**src/core/sebs_consts.vh**
```
`ifndef SEBS_CONSTS_VH
`define SEBS_CONSTS_VH

// ----------------------------------------------------------------
// Slave address byte layout
// ----------------------------------------------------------------
`define SEBS_RW_BIT        0
`define SEBS_BANK_BIT      1
`define SEBS_STRAP_LO_BIT  2
`define SEBS_STRAP_HI_BIT  3
`define SEBS_TYPE_MSB      7
`define SEBS_TYPE_LSB      4
// Device type identifier, value arbitrary
`define SEBS_DEV_TYPE      4'h5

// ----------------------------------------------------------------
// Array and framing
// ----------------------------------------------------------------
`define SEBS_ADDR_BITS     9
`define SEBS_PAGE_BITS     4
`define SEBS_BYTE_BITS     4'h8
`define SEBS_ACK_LEVEL     1'h0

// ----------------------------------------------------------------
// Timing
// ----------------------------------------------------------------
`define SEBS_CLK_PERIOD_NS 4
`define SEBS_WR_TIME_NS    5000
`define SEBS_WR_CYCLES     ((`SEBS_WR_TIME_NS + `SEBS_CLK_PERIOD_NS - 1) / `SEBS_CLK_PERIOD_NS)

// ----------------------------------------------------------------
// Reset values
// ----------------------------------------------------------------
`define SEBS_PIN_IDLE      1'h1
`define SEBS_WP_RESET      1'h1

`endif

```
**src/core/sebs_sync.v**
```verilog
`timescale 1ns/100ps

// ----------------------------------------------------------------
// Two-stage synchroniser, one chain per bit
// ----------------------------------------------------------------
module sebs_sync #(
  parameter             WIDTH = 5,
  parameter [WIDTH-1:0] INIT  = {WIDTH{1'b1}}
) (
  input  wire             clock_i,
  input  wire             rst_n_i,
  input  wire [WIDTH-1:0] async_i,
  output wire [WIDTH-1:0] sync_o
);

  genvar g;

  generate
    for (g = 0; g < WIDTH; g = g + 1) begin : chain
      reg meta;
      reg stable;
      // First flop feeds only the second
      always @(posedge clock_i or negedge rst_n_i) begin
        if (!rst_n_i) begin
          meta   <= INIT[g];
          stable <= INIT[g];
        end else begin
          meta   <= async_i[g];
          stable <= meta;
        end
      end
      assign sync_o[g] = stable;
    end
  endgenerate

endmodule

```
**src/core/sebs_core.v**
```verilog
`timescale 1ns/100ps
`include "sebs_consts.vh"

// Notes on behaviour
// Read data changes only after SCL falls
// SDA only pulled low or released
// Bus address comes from two strap inputs
// Write protect high blocks all array writes
// START is SDA falling while SCL high
// STOP is SDA rising while SCL high
// Master starts only on an idle bus
// Master keeps SDA stable while SCL high
// Device is slave only, never drives SCL
// Transmitter releases SDA, receiver acks ninth clock
// Acknowledge matching slave address after START
// Acknowledge every byte once selected for write
// Read: release, sample ack, continue if acked
// No ack: stop sending, wait for STOP
// Top four address bits match device type
// Address bits 3 and 2 match straps
// Bank bit is word address bit eight
// Last address bit: 1 read, 0 write
// Word address byte loads low eight bits
// During write cycle ignore START, no ack
// Address counter holds last address plus one
// Sequential read increments all bits, wraps
// Unmatched address: stay released until START

module sebs_core #(
  parameter [3:0]  DEV_TYPE  = `SEBS_DEV_TYPE,  // Arbitrary value
  parameter        ADDR_BITS = `SEBS_ADDR_BITS,
  parameter        PAGE_BITS = `SEBS_PAGE_BITS,
  parameter [15:0] WR_CYCLES = `SEBS_WR_CYCLES
) (
  input  wire clock_i,
  input  wire arst_n_i,
  input  wire scl_i,
  input  wire sda_i,
  output reg  sda_o,
  output reg  sda_oe_o,
  input  wire addr_strap_lo_i,
  input  wire addr_strap_hi_i,
  input  wire write_protect_in_i,
  output reg  busy_o,
  output reg  selected_o
);

  // ----------------------------------------------------------------
  // States
  // ----------------------------------------------------------------
  localparam [5:0] ST_IDLE = 6'h01;
  localparam [5:0] ST_RX   = 6'h02;
  localparam [5:0] ST_ACK  = 6'h04;
  localparam [5:0] ST_TX   = 6'h08;
  localparam [5:0] ST_MACK = 6'h10;
  localparam [5:0] ST_WAIT = 6'h20;

  // Kind of byte being received
  localparam [1:0] RX_DEV  = 2'h0;
  localparam [1:0] RX_WORD = 2'h1;
  localparam [1:0] RX_DATA = 2'h2;

  localparam DEPTH = 1 << ADDR_BITS;

  // ----------------------------------------------------------------
  // Declarations
  // ----------------------------------------------------------------
  reg  [1:0]           rst_pipe;
  wire                 rst_n;
  wire [4:0]           pins_s;
  wire                 scl_s;
  wire                 sda_s;
  wire                 strap_lo_s;
  wire                 strap_hi_s;
  wire                 wp_s;
  reg                  scl_q;
  reg                  sda_q;
  wire                 scl_rise;
  wire                 scl_fall;
  wire                 start_ev;
  wire                 stop_ev;
  reg  [5:0]           state;
  reg  [1:0]           rx_kind;
  reg  [3:0]           bit_cnt;
  reg  [7:0]           rx_sr;
  reg  [7:0]           tx_sr;
  reg                  rd_mode;
  reg                  bank;
  reg                  mack;
  reg                  wrote;
  reg  [ADDR_BITS-1:0] addr;
  reg  [15:0]          wr_cnt;
  reg                  mem_we;
  reg  [ADDR_BITS-1:0] mem_wa;
  reg  [7:0]           mem_wd;
  reg  [7:0]           mem [0:DEPTH-1];
  wire [7:0]           rx_byte;
  wire [7:0]           rd_byte;
  wire                 dev_match;
  wire [PAGE_BITS-1:0] page_next;

  // ----------------------------------------------------------------
  // Reset release
  // ----------------------------------------------------------------

  // Deassert reset through two flops
  always @(posedge clock_i or negedge arst_n_i) begin
    if (!arst_n_i) begin
      rst_pipe <= 2'h0;
    end else begin
      rst_pipe <= {rst_pipe[0], 1'h1};
    end
  end

  assign rst_n = rst_pipe[1];

  // ----------------------------------------------------------------
  // Pin sampling
  // ----------------------------------------------------------------

  // All pins are asynchronous to clock_i
  sebs_sync #(
    .WIDTH (5),
    .INIT  ({`SEBS_WP_RESET, 2'h0, `SEBS_PIN_IDLE, `SEBS_PIN_IDLE})
  ) u_sync (
    .clock_i (clock_i),
    .rst_n_i (rst_n),
    .async_i ({write_protect_in_i, addr_strap_hi_i, addr_strap_lo_i,
               sda_i, scl_i}),
    .sync_o  (pins_s)
  );

  assign scl_s      = pins_s[0];
  assign sda_s      = pins_s[1];
  assign strap_lo_s = pins_s[2];
  assign strap_hi_s = pins_s[3];
  assign wp_s       = pins_s[4];

  // Previous sample for edge finding
  always @(posedge clock_i or negedge rst_n) begin
    if (!rst_n) begin
      scl_q <= `SEBS_PIN_IDLE;
      sda_q <= `SEBS_PIN_IDLE;
    end else begin
      scl_q <= scl_s;
      sda_q <= sda_s;
    end
  end

  // Bus events; SCL is only ever an input
  assign scl_rise = scl_s & ~scl_q;
  assign scl_fall = ~scl_s & scl_q;
  assign start_ev = scl_s & scl_q & sda_q & ~sda_s;
  assign stop_ev  = scl_s & scl_q & ~sda_q & sda_s;

  // ----------------------------------------------------------------
  // Byte decode
  // ----------------------------------------------------------------

  // Completed byte, last bit is the current shift content
  assign rx_byte = rx_sr;

  // Type identifier and strap compare
  assign dev_match =
    (rx_byte[`SEBS_TYPE_MSB:`SEBS_TYPE_LSB] == DEV_TYPE) &&
    (rx_byte[`SEBS_STRAP_HI_BIT] == strap_hi_s) &&
    (rx_byte[`SEBS_STRAP_LO_BIT] == strap_lo_s);

  // Word at the address counter
  assign rd_byte = mem[addr];

  // Page roll for writes: low bits only
  assign page_next = addr[PAGE_BITS-1:0] + {{(PAGE_BITS-1){1'b0}}, 1'b1};

  // ----------------------------------------------------------------
  // Protocol engine
  // ----------------------------------------------------------------

  // Serial state machine, advanced on SCL edges
  always @(posedge clock_i or negedge rst_n) begin
    if (!rst_n) begin
      state      <= ST_IDLE;
      rx_kind    <= RX_DEV;
      bit_cnt    <= 4'h0;
      rx_sr      <= 8'h00;
      tx_sr      <= 8'h00;
      rd_mode    <= 1'h0;
      bank       <= 1'h0;
      mack       <= 1'h0;
      wrote      <= 1'h0;
      addr       <= {ADDR_BITS{1'b0}};
      wr_cnt     <= 16'h0000;
      busy_o     <= 1'h0;
      selected_o <= 1'h0;
      sda_o      <= 1'h0;
      sda_oe_o   <= 1'h0;
      mem_we     <= 1'h0;
      mem_wa     <= {ADDR_BITS{1'b0}};
      mem_wd     <= 8'h00;
    end else begin
      sda_o  <= `SEBS_ACK_LEVEL;  // Open drain: only ever low
      mem_we <= 1'h0;
      if (busy_o) begin
        // Self-timed write: inputs ignored, no ack
        sda_oe_o <= 1'h0;
        state    <= ST_IDLE;
        if (wr_cnt == 16'h0000) begin
          busy_o <= 1'h0;
        end else begin
          wr_cnt <= wr_cnt - 16'h0001;
        end
      end else if (stop_ev) begin
        // STOP ends any transfer and starts the write cycle if a byte was written
        state      <= ST_IDLE;
        sda_oe_o   <= 1'h0;
        selected_o <= 1'h0;
        if (wrote) begin
          wrote  <= 1'h0;
          busy_o <= 1'h1;
          wr_cnt <= WR_CYCLES - 16'h0001;
        end
      end else if (start_ev) begin
        // START or repeated START: receive slave address
        state      <= ST_RX;
        rx_kind    <= RX_DEV;
        bit_cnt    <= 4'h0;
        sda_oe_o   <= 1'h0;
        selected_o <= 1'h0;
      end else begin
        case (state)
          ST_IDLE: begin
            sda_oe_o <= 1'h0;
          end
          ST_RX: begin
            if (scl_rise) begin
              rx_sr   <= {rx_sr[6:0], sda_s};
              bit_cnt <= bit_cnt + 4'h1;
            end else if (scl_fall && bit_cnt == `SEBS_BYTE_BITS) begin
              bit_cnt <= 4'h0;
              case (rx_kind)
                RX_DEV: begin
                  if (dev_match) begin
                    state      <= ST_ACK;
                    sda_oe_o   <= 1'h1;
                    selected_o <= 1'h1;
                    bank       <= rx_byte[`SEBS_BANK_BIT];
                    rd_mode    <= rx_byte[`SEBS_RW_BIT];
                    if (rx_byte[`SEBS_RW_BIT]) begin
                      // Bank bit steers address bit eight
                      addr[ADDR_BITS-1] <= rx_byte[`SEBS_BANK_BIT];
                    end
                  end else begin
                    state <= ST_WAIT;
                  end
                end
                RX_WORD: begin
                  addr     <= {bank, rx_byte};
                  state    <= ST_ACK;
                  sda_oe_o <= 1'h1;
                end
                default: begin
                  if (!wp_s) begin
                    mem_we <= 1'h1;
                    mem_wa <= addr;
                    mem_wd <= rx_byte;
                    wrote  <= 1'h1;
                  end
                  addr[PAGE_BITS-1:0] <= page_next;
                  state    <= ST_ACK;
                  sda_oe_o <= 1'h1;
                end
              endcase
            end
          end
          ST_ACK: begin
            // Ack held low through the ninth clock
            if (scl_fall) begin
              if (rd_mode) begin
                // First bit appears right after the fall
                state    <= ST_TX;
                tx_sr    <= rd_byte;
                sda_oe_o <= ~rd_byte[7];
                addr     <= addr + {{(ADDR_BITS-1){1'b0}}, 1'b1};
              end else begin
                state    <= ST_RX;
                sda_oe_o <= 1'h0;
                rx_kind  <= (rx_kind == RX_DEV) ? RX_WORD : RX_DATA;
              end
            end
          end
          ST_TX: begin
            if (scl_rise) begin
              bit_cnt <= bit_cnt + 4'h1;
            end else if (scl_fall) begin
              if (bit_cnt == `SEBS_BYTE_BITS) begin
                // Byte done: release for master ack
                state    <= ST_MACK;
                bit_cnt  <= 4'h0;
                sda_oe_o <= 1'h0;
              end else begin
                tx_sr    <= {tx_sr[6:0], 1'h0};
                sda_oe_o <= ~tx_sr[6];
              end
            end
          end
          ST_MACK: begin
            if (scl_rise) begin
              mack <= (sda_s == `SEBS_ACK_LEVEL);
            end else if (scl_fall) begin
              if (mack) begin
                // Next word, full-width wrap
                state    <= ST_TX;
                tx_sr    <= rd_byte;
                sda_oe_o <= ~rd_byte[7];
                addr     <= addr + {{(ADDR_BITS-1){1'b0}}, 1'b1};
              end else begin
                state    <= ST_WAIT;
                sda_oe_o <= 1'h0;
              end
            end
          end
          ST_WAIT: begin
            // Released until STOP or a new START
            sda_oe_o <= 1'h0;
          end
          default: begin
            state    <= ST_IDLE;
            sda_oe_o <= 1'h0;
          end
        endcase
      end
    end
  end

  // ----------------------------------------------------------------
  // Array
  // ----------------------------------------------------------------

  // Write port, fed by the engine
  always @(posedge clock_i) begin
    if (mem_we) begin
      mem[mem_wa] <= mem_wd;
    end
  end

endmodule

```
**config.mk**
```make
export PLATFORM = sky130hd
export DESIGN_NAME = sebs_core
export DESIGN_NICKNAME = d
export VERILOG_FILES = /design/src/core/sebs_sync.v /design/src/core/sebs_core.v
export VERILOG_INCLUDE_DIRS = /design/src /design/src/core
export SDC_FILE = /design/constraint.sdc
export NUM_CORES = 2
export LEC_CHECK = 0
export BUFFER_PORTS_ARGS = -buffer_cell sky130_fd_sc_hd__buf_2
export CAP_MARGIN = 20
export CORE_MARGIN = 2
export CORE_UTILIZATION = 45
export CTS_CLUSTER_DIAMETER = 60
export DETAILED_ROUTE_END_ITERATION = 8
export MAX_ROUTING_LAYER = met4
export PLACE_DENSITY_LB_ADDON = 0.25
export SYNTH_ARGS = -nofsm -noshare
export SYNTH_HDL_FRONTEND = slang
export SYNTH_SLANG_ARGS = --single-unit
```
**constraint.sdc**
```tcl
create_clock -name clock_i -period 4.2 [get_ports clock_i]
set_clock_uncertainty 0.1 [all_clocks]
set_input_delay 0.42 -clock clock_i [delete_from_list [all_inputs] [get_ports clock_i]]
set_output_delay 0.42 -clock clock_i [all_outputs]
set_load 0.005 [all_outputs]
```
# ---- Word level (Yosys, flattened, before mapping)
# Memories as Yosys holds them, arrays and structs flattened.
# Index checks and enable logic that the tools add are counted.
dict set report word_totals {
  reg_bits 91
  ram_bits 4096
  in_bits 7
  word_cells 234
  mem_count 1
}
dict set report op_classes {
  n_addsub 4
  n_eq_ne 46
  muxes 97
  bitwise 19
  n_reduce_logical 35
}
# name words word_bits rd rd_clocked_by_memory_dff write_ports line_no
set memory_table {}
lappend memory_table {mem 512 8 1 0 1 sebs_core.v:96} ;# reg [7:0] mem [0:DEPTH-1];
# op count
set op_table {}
lappend op_table {{$mux W6} 14}
lappend op_table {{$mux W16} 4}
lappend op_table {{$mux W9} 7}
lappend op_table {{$mux W7} 8}
lappend op_table {{$mux W1} 44}
lappend op_table {{$ne A5 B5 Y1 const B} 8}
lappend op_table {{$reduce_and A12 Y1} 3}
lappend op_table {{$mux W4} 8}
lappend op_table {{$ne A2 B2 Y1 const B} 15}
lappend op_table {{$pmux W6 S5} 1}
lappend op_table {{$pmux W9 S3} 1}
lappend op_table {{$reduce_and A8 Y1} 3}
lappend op_table {{$pmux W7 S3} 1}
lappend op_table {{$reduce_bool A3 Y1} 7}
lappend op_table {{$logic_not A16 Y1} 1}
lappend op_table {{$pmux W4 S2} 2}
lappend op_table {{$sub A16 B1 Y16 const B} 1}
lappend op_table {{$reduce_and A5 Y1} 3}
lappend op_table {{$reduce_and A14 Y1} 1}
lappend op_table {{$ne A4 B4 Y1 const B} 3}
lappend op_table {{$not A1 Y1} 12}
lappend op_table {{$reduce_and A6 Y1} 2}
lappend op_table {{$reduce_bool A2 Y1} 6}
lappend op_table {{$mux W2} 5}
lappend op_table {{other kinds (26)} 41}

# ---- Depth between registers and ports, before layout
dict set report depth {
  ltp_word 11
  mapped_depth 14
}

# ---- Cells and area by module
# Synthesis repeated with hierarchy kept, for this count alone.
dict set report hier_totals {
  cells_unflattened 7692
  hier_area_um2 163339.2
}
# mod instances cells_per_inst area_each_um2
set by_module_without_submodules {}
lappend by_module_without_submodules {sebs_core 1 7677 163043.9}
lappend by_module_without_submodules {sebs_sync 1 15 295.3}

# ---- Worst setup path before layout
# OpenSTA, ideal clock, no wires.
dict set report synth_path {
  path_type {flip-flop to flip-flop}
  start {register mem_wd[0]}
  end {memory mem[0][0], data pin}
  t_arrival_ns 6.061
  setup_slack_ns -3.364
  stages_incl_launch_ff 1
  path_cell_list {dfrtp_1}
}
# element line_no
set synth_rtl {}
lappend synth_rtl {{start: declaration} sebs_core.v:95} ;# reg [7:0] mem_wd;
lappend synth_rtl {{start signal: assignment} sebs_core.v:265} ;# mem_wd <= rx_byte;
lappend synth_rtl {{end: declaration} sebs_core.v:96}
# No word-level cell before the write port.

# ---- Worst setup path in the final report
dict set report layout_path {
  start {register addr[0]}
  end {register tx_sr[4]}
}
dict set report layout_via {
  elab_chain_len 5
}
# element line_no
set layout_rtl {}
lappend layout_rtl {{start: declaration} sebs_core.v:91} ;# reg [ADDR_BITS-1:0] addr;
lappend layout_rtl {{start signal: assignment} sebs_core.v:191} ;# addr <= {ADDR_BITS{1'b0}};
lappend layout_rtl {{start signal: indexed assignment} sebs_core.v:250} ;# addr[ADDR_BITS-1] <= rx_byte[`SEBS_BANK_BIT];
lappend layout_rtl {{start signal: assignment} sebs_core.v:257} ;# addr <= {bank, rx_byte};
lappend layout_rtl {{$mem_v2 Z512 W8 *} n/a}
lappend layout_rtl {{$mux W7} sebs_core.v:310} ;# if (mack) begin
lappend layout_rtl {{$mux W7} sebs_core.v:309} ;# end else if (scl_fall) begin
lappend layout_rtl {{$mux W7} sebs_core.v:307} ;# if (scl_rise) begin
lappend layout_rtl {{$pmux W7 S3 *} sebs_core.v:230} ;# case (state)
lappend layout_rtl {{end signal: assignment} sebs_core.v:281} ;# tx_sr <= rd_byte;
lappend layout_rtl {{end signal: assignment} sebs_core.v:301} ;# tx_sr <= {tx_sr[6:0], 1'h0};
lappend layout_rtl {{end signal: assignment} sebs_core.v:313} ;# tx_sr <= rd_byte;
lappend layout_rtl {{end: declaration} sebs_core.v:86} ;# reg [7:0] tx_sr;
# Every way passes the cells marked *; elsewhere a longest branch is shown, timed or not. The select of a mux whose other input is x is not followed.
# A chain may end at the register's enable or synchronous reset.

==> results.yml <==
pwr:
  netSwitchingFraction_pct: 19.6
  p_int_mw: 66.9
  powerDensity_mw_per_mm2: 442
  seqPwrFrac_pct: 54.3
  combPwrFrac_pct: 0.1
  power.switching_mw: 16.3
  leakage_nw: 53.0
  vdd_drop_max_uv: 370
  clkPwrFrac_pct: 45.6
timing:
  worst_slack_ps: -27.3
  slew_violations: 0
  timing.final.crit_share_pct: 101
  hold_violations: 0
  setup_tns_ps: -27.3
  timing.fmax_mhz: 237
  max-slew-margin-rel_pct: 21.4
  tightest_slew_ps: 1170
  fin_hold_ws_ps: 182
  setup_viol: 1
  finalCriticalPeriod_ps: 4230
drt:
  first_iter_violations: 13100
  dr.pass1.iters: 8
  wl_per_cell_um: 34.8
  viasPerCell: 6.27
  antenna_left: 0
  vias: 85300
  routed_wl_um: 473000
  drc_errors: 0
synth:
  netlist_area_mm2: 0.163
  async_flop_share_pct: 2.17
  synth_area_per_cell_um2: 21.2
  ys_types: 87
  synth.most_common_cell: "edfxtp_1"
  synth_area_leaders: "edfxtp_1 76%, mux4_2 14%, nor2_1 1.4%, mux2i_1 1.4%, dfrtp_1 1.3%"
  synth_flop_cell: "edfxtp_1"
  synth_top_cell_area_share_pct: 75.5
  seq_area_frac_synth_pct: 76.9
  yosysTopAreaCell: "edfxtp_1"
  synth_edf_count: 4096
  ys_top_cells_by_count: "4096 x edfxtp_1, 1015 x mux4_2, 620 x nor2_1"
  synth_fp_nets: 7706
  yosys_warnings: 0
  synth-seq-cells: 4187
  netlist_instances: 7692
critical_path:
  start_kind: "register"
  crit_top_cell: "buf_4"
  crit_fanout: 19
  slowest_delay_ps: 640
  crit_arrival_ps: 5010
  path_delay_family: "compound AO/OA/AOI/OAI gates"
  cp_slowest_cell: "o21ai_0"
  path_cells: "buf_12 > buf_4 > buf_4 > mux4_2 > a22o_1 > a221oi_1 > o22ai_1 > o21ai_0 > and4_1 > o31ai_1"
  endpoint_kind: "register"
  crit_buf_inv: 3
  cp.required_ps: 4980
  path_class: "register to register"
cts:
  h-tree-depth: 5
  clkLatencyLatePin_ps: 1010
  tritoncts: "yes"
  cts.sink_count: 4187
  ctsRootBufferMaster: "clkbuf_16"
  post_cts_buffers: 0
  numCtsBuffers: 426
  cts.clk_slew.worst_paths_ps: 60
  clockBufferDepth: 4
layout:
  final_layout_size_suffix_gt1_share_pct: 28.9
  area_delta_synth_final_pct: 15.4
  fin_util_pct: 52.2
  fin_nets: 8474
  stdcell_count: 13600
global_route:
  grt_pass1_wl_um: 660000
  met2_usage_pct: 39.6
  grt.met1_usage_pct: 36.8
  grt_pass1_vias: 83900
  grt.overflow.total: 0
  grtUsageTotal_pct: 26.5
  grt_max_degree: 172
  met3_usage_pct: 5.48
  antenna_found_initial: 21
  grt.busiest_layer: "met2"
place:
  dp_hpwl_um: 298000
  dp.cells: 12800
  gp_congestion: 0.918
  io_buffers: 9
floorplanning:
  dieArea_mm2: 0.367
  ios: 11
  start_util_pct: 45.3
  coreArea_mm2: 0.360
  row_count: 220
  die_y_um: 606
  die_width_um: 606
run_status:
  violations: "setup timing"
  status: "finished with violations"
run:
  maxCapViolCount: 0
hold_path:
  hp-class: "input port to asynchronous set/reset pin"
## final cells by class
cell class | instances | area [um^2]
Sequential cell | 4187 | 125000
Clock inverter | 267 | 2710
Clock buffer | 521 | 11100
Timing Repair Buffer | 808 | 7440
Multi-Input combinational cell | 3017 | 35200
Inverter | 20 | 77.6
Antenna cell | 16 | 40.0
Tap cell | 4773 | 5970
Fill cell | 27600 | 172000
## state kept, by name, indices dropped and copies added (netlist names)
signal / count
u_sync.chain.stable: 5
bank: 1
sda_q: 1
tx_sr: 7
mem_wd: 8
mem_wa: 9
rd_mode: 1
mack: 1
sda_oe_o: 1
mem_we: 1
selected_o: 1
busy_o: 1
rx_kind: 2
mem: 4096
u_sync.chain.meta: 5
rst_pipe: 2
addr: 9
bit_cnt: 4
wrote: 1
scl_q: 1
wr_cnt: 16
state: 6
rx_byte: 8
## kinds of logic (layout without fill, tap and decap cells)
kind of cell / count (synthesis) / after routing / share of synthesized area (%)
flip-flops: 4187 / 4187 / 76.9
buffers and inverters: 488 / 1616 / 1.64
XOR/XNOR: 15 / 15 / 0.0807
multiplexers: 1287 / 1287 / 15.7
AND/OR/NAND/NOR: 1052 / 1052 / 2.76
AO/OA/AOI/OAI: 654 / 654 / 2.80
other: 2 / 18 / 0.00461
adder cells (fa/ha/maj): 7 / 7 / 0.0538
## what timing repair did
| action | in CTS | in global routing |
|---|---|---|
| hold buffers | 12 | 0 |
| resized for setup | 2 | 3 |
| endpoints found under the setup margin | 2 | 3 |
| endpoints found under the hold margin | 7 | 0 |
## worst paths after layout
path                                                start                               end  slack, ps  cells after the start
max                                   addr[0]$_DFFE_PN0P_              tx_sr[4]$_DFFE_PN0P_        -30                     10
min                                              arst_n_i             rst_pipe[0]$_DFF_PN0_        180                      3
max reg2reg                           addr[0]$_DFFE_PN0P_              tx_sr[4]$_DFFE_PN0P_        -30                     10
min reg2reg                u_sync.chain[2].meta$_DFF_PN0_  u_sync.chain[2].stable$_DFF_PN0_        250                      0
max in group asynchronous           rst_pipe[1]$_DFF_PN0_                   sda_q$_DFF_PN1_       2650                      1
min in group clock_i       u_sync.chain[2].meta$_DFF_PN0_  u_sync.chain[2].stable$_DFF_PN0_        250                      0
## placed cells by master (no fill, tap or decap), types with 38 or more instances in the layout
cell type     n
edfxtp_1   4096
mux4_2     1015
buf_4       677
nor2_1      616
clkbuf_16   429
mux2i_1     229
nand2_1     173
a22oi_1     172
buf_12      109
a21oi_1     106
clkinv_1     89
clkbuf_1     86
clkinv_2     78
o21ai_0      75
dfrtp_1      66
nand3_1      65
bufinv_16    45
mux2_2       43
o22ai_1      43
a221oi_1     38
## per-layer routing
layer	up-vias	wire, um
met5	-	0
met4	0	17000
met3	807	52400
met2	5140	219000
met1	45700	185000
li1	33700	-
## worst register-to-register path: stages (launching register included)
cell,delay (ps)
dfrtp_4,580
buf_12,330
buf_4,330
buf_4,210
mux4_2,530
a22o_1,290
a221oi_1,550
o22ai_1,170
o21ai_0,640
and4_1,320
o31ai_1,70
## metrics by stage
stage / cell area, um^2 / setup WS, ps / total power, mW
2_1_floorplan: 163000 / -181 / 46.1
3_3_place_gp: 174000 / -292 / 46.1
3_5_place_dp: 174000 / -80.0 / 46.1
4_1_cts: 188000 / 61.3 / 83.5
5_1_grt: 188000 / -9.59 / 85.1
6_report: 188000 / -27.3 / 83.2
## power by group through the flow
stage | sequential (mW) | clock (mW) | combinational, mW
after global placement | 46.1 | 0 | 0.0507
final | 45.2 | 37.9 | 0.0619
after CTS | 45.2 | 38.2 | 0.0625
after detailed placement | 46.1 | 0 | 0.0530
after floorplan | 46.1 | 0 | 0.0351
after global routing | 45.2 | 39.8 | 0.0706
Note: power is estimated with default switching activity, not from simulation.
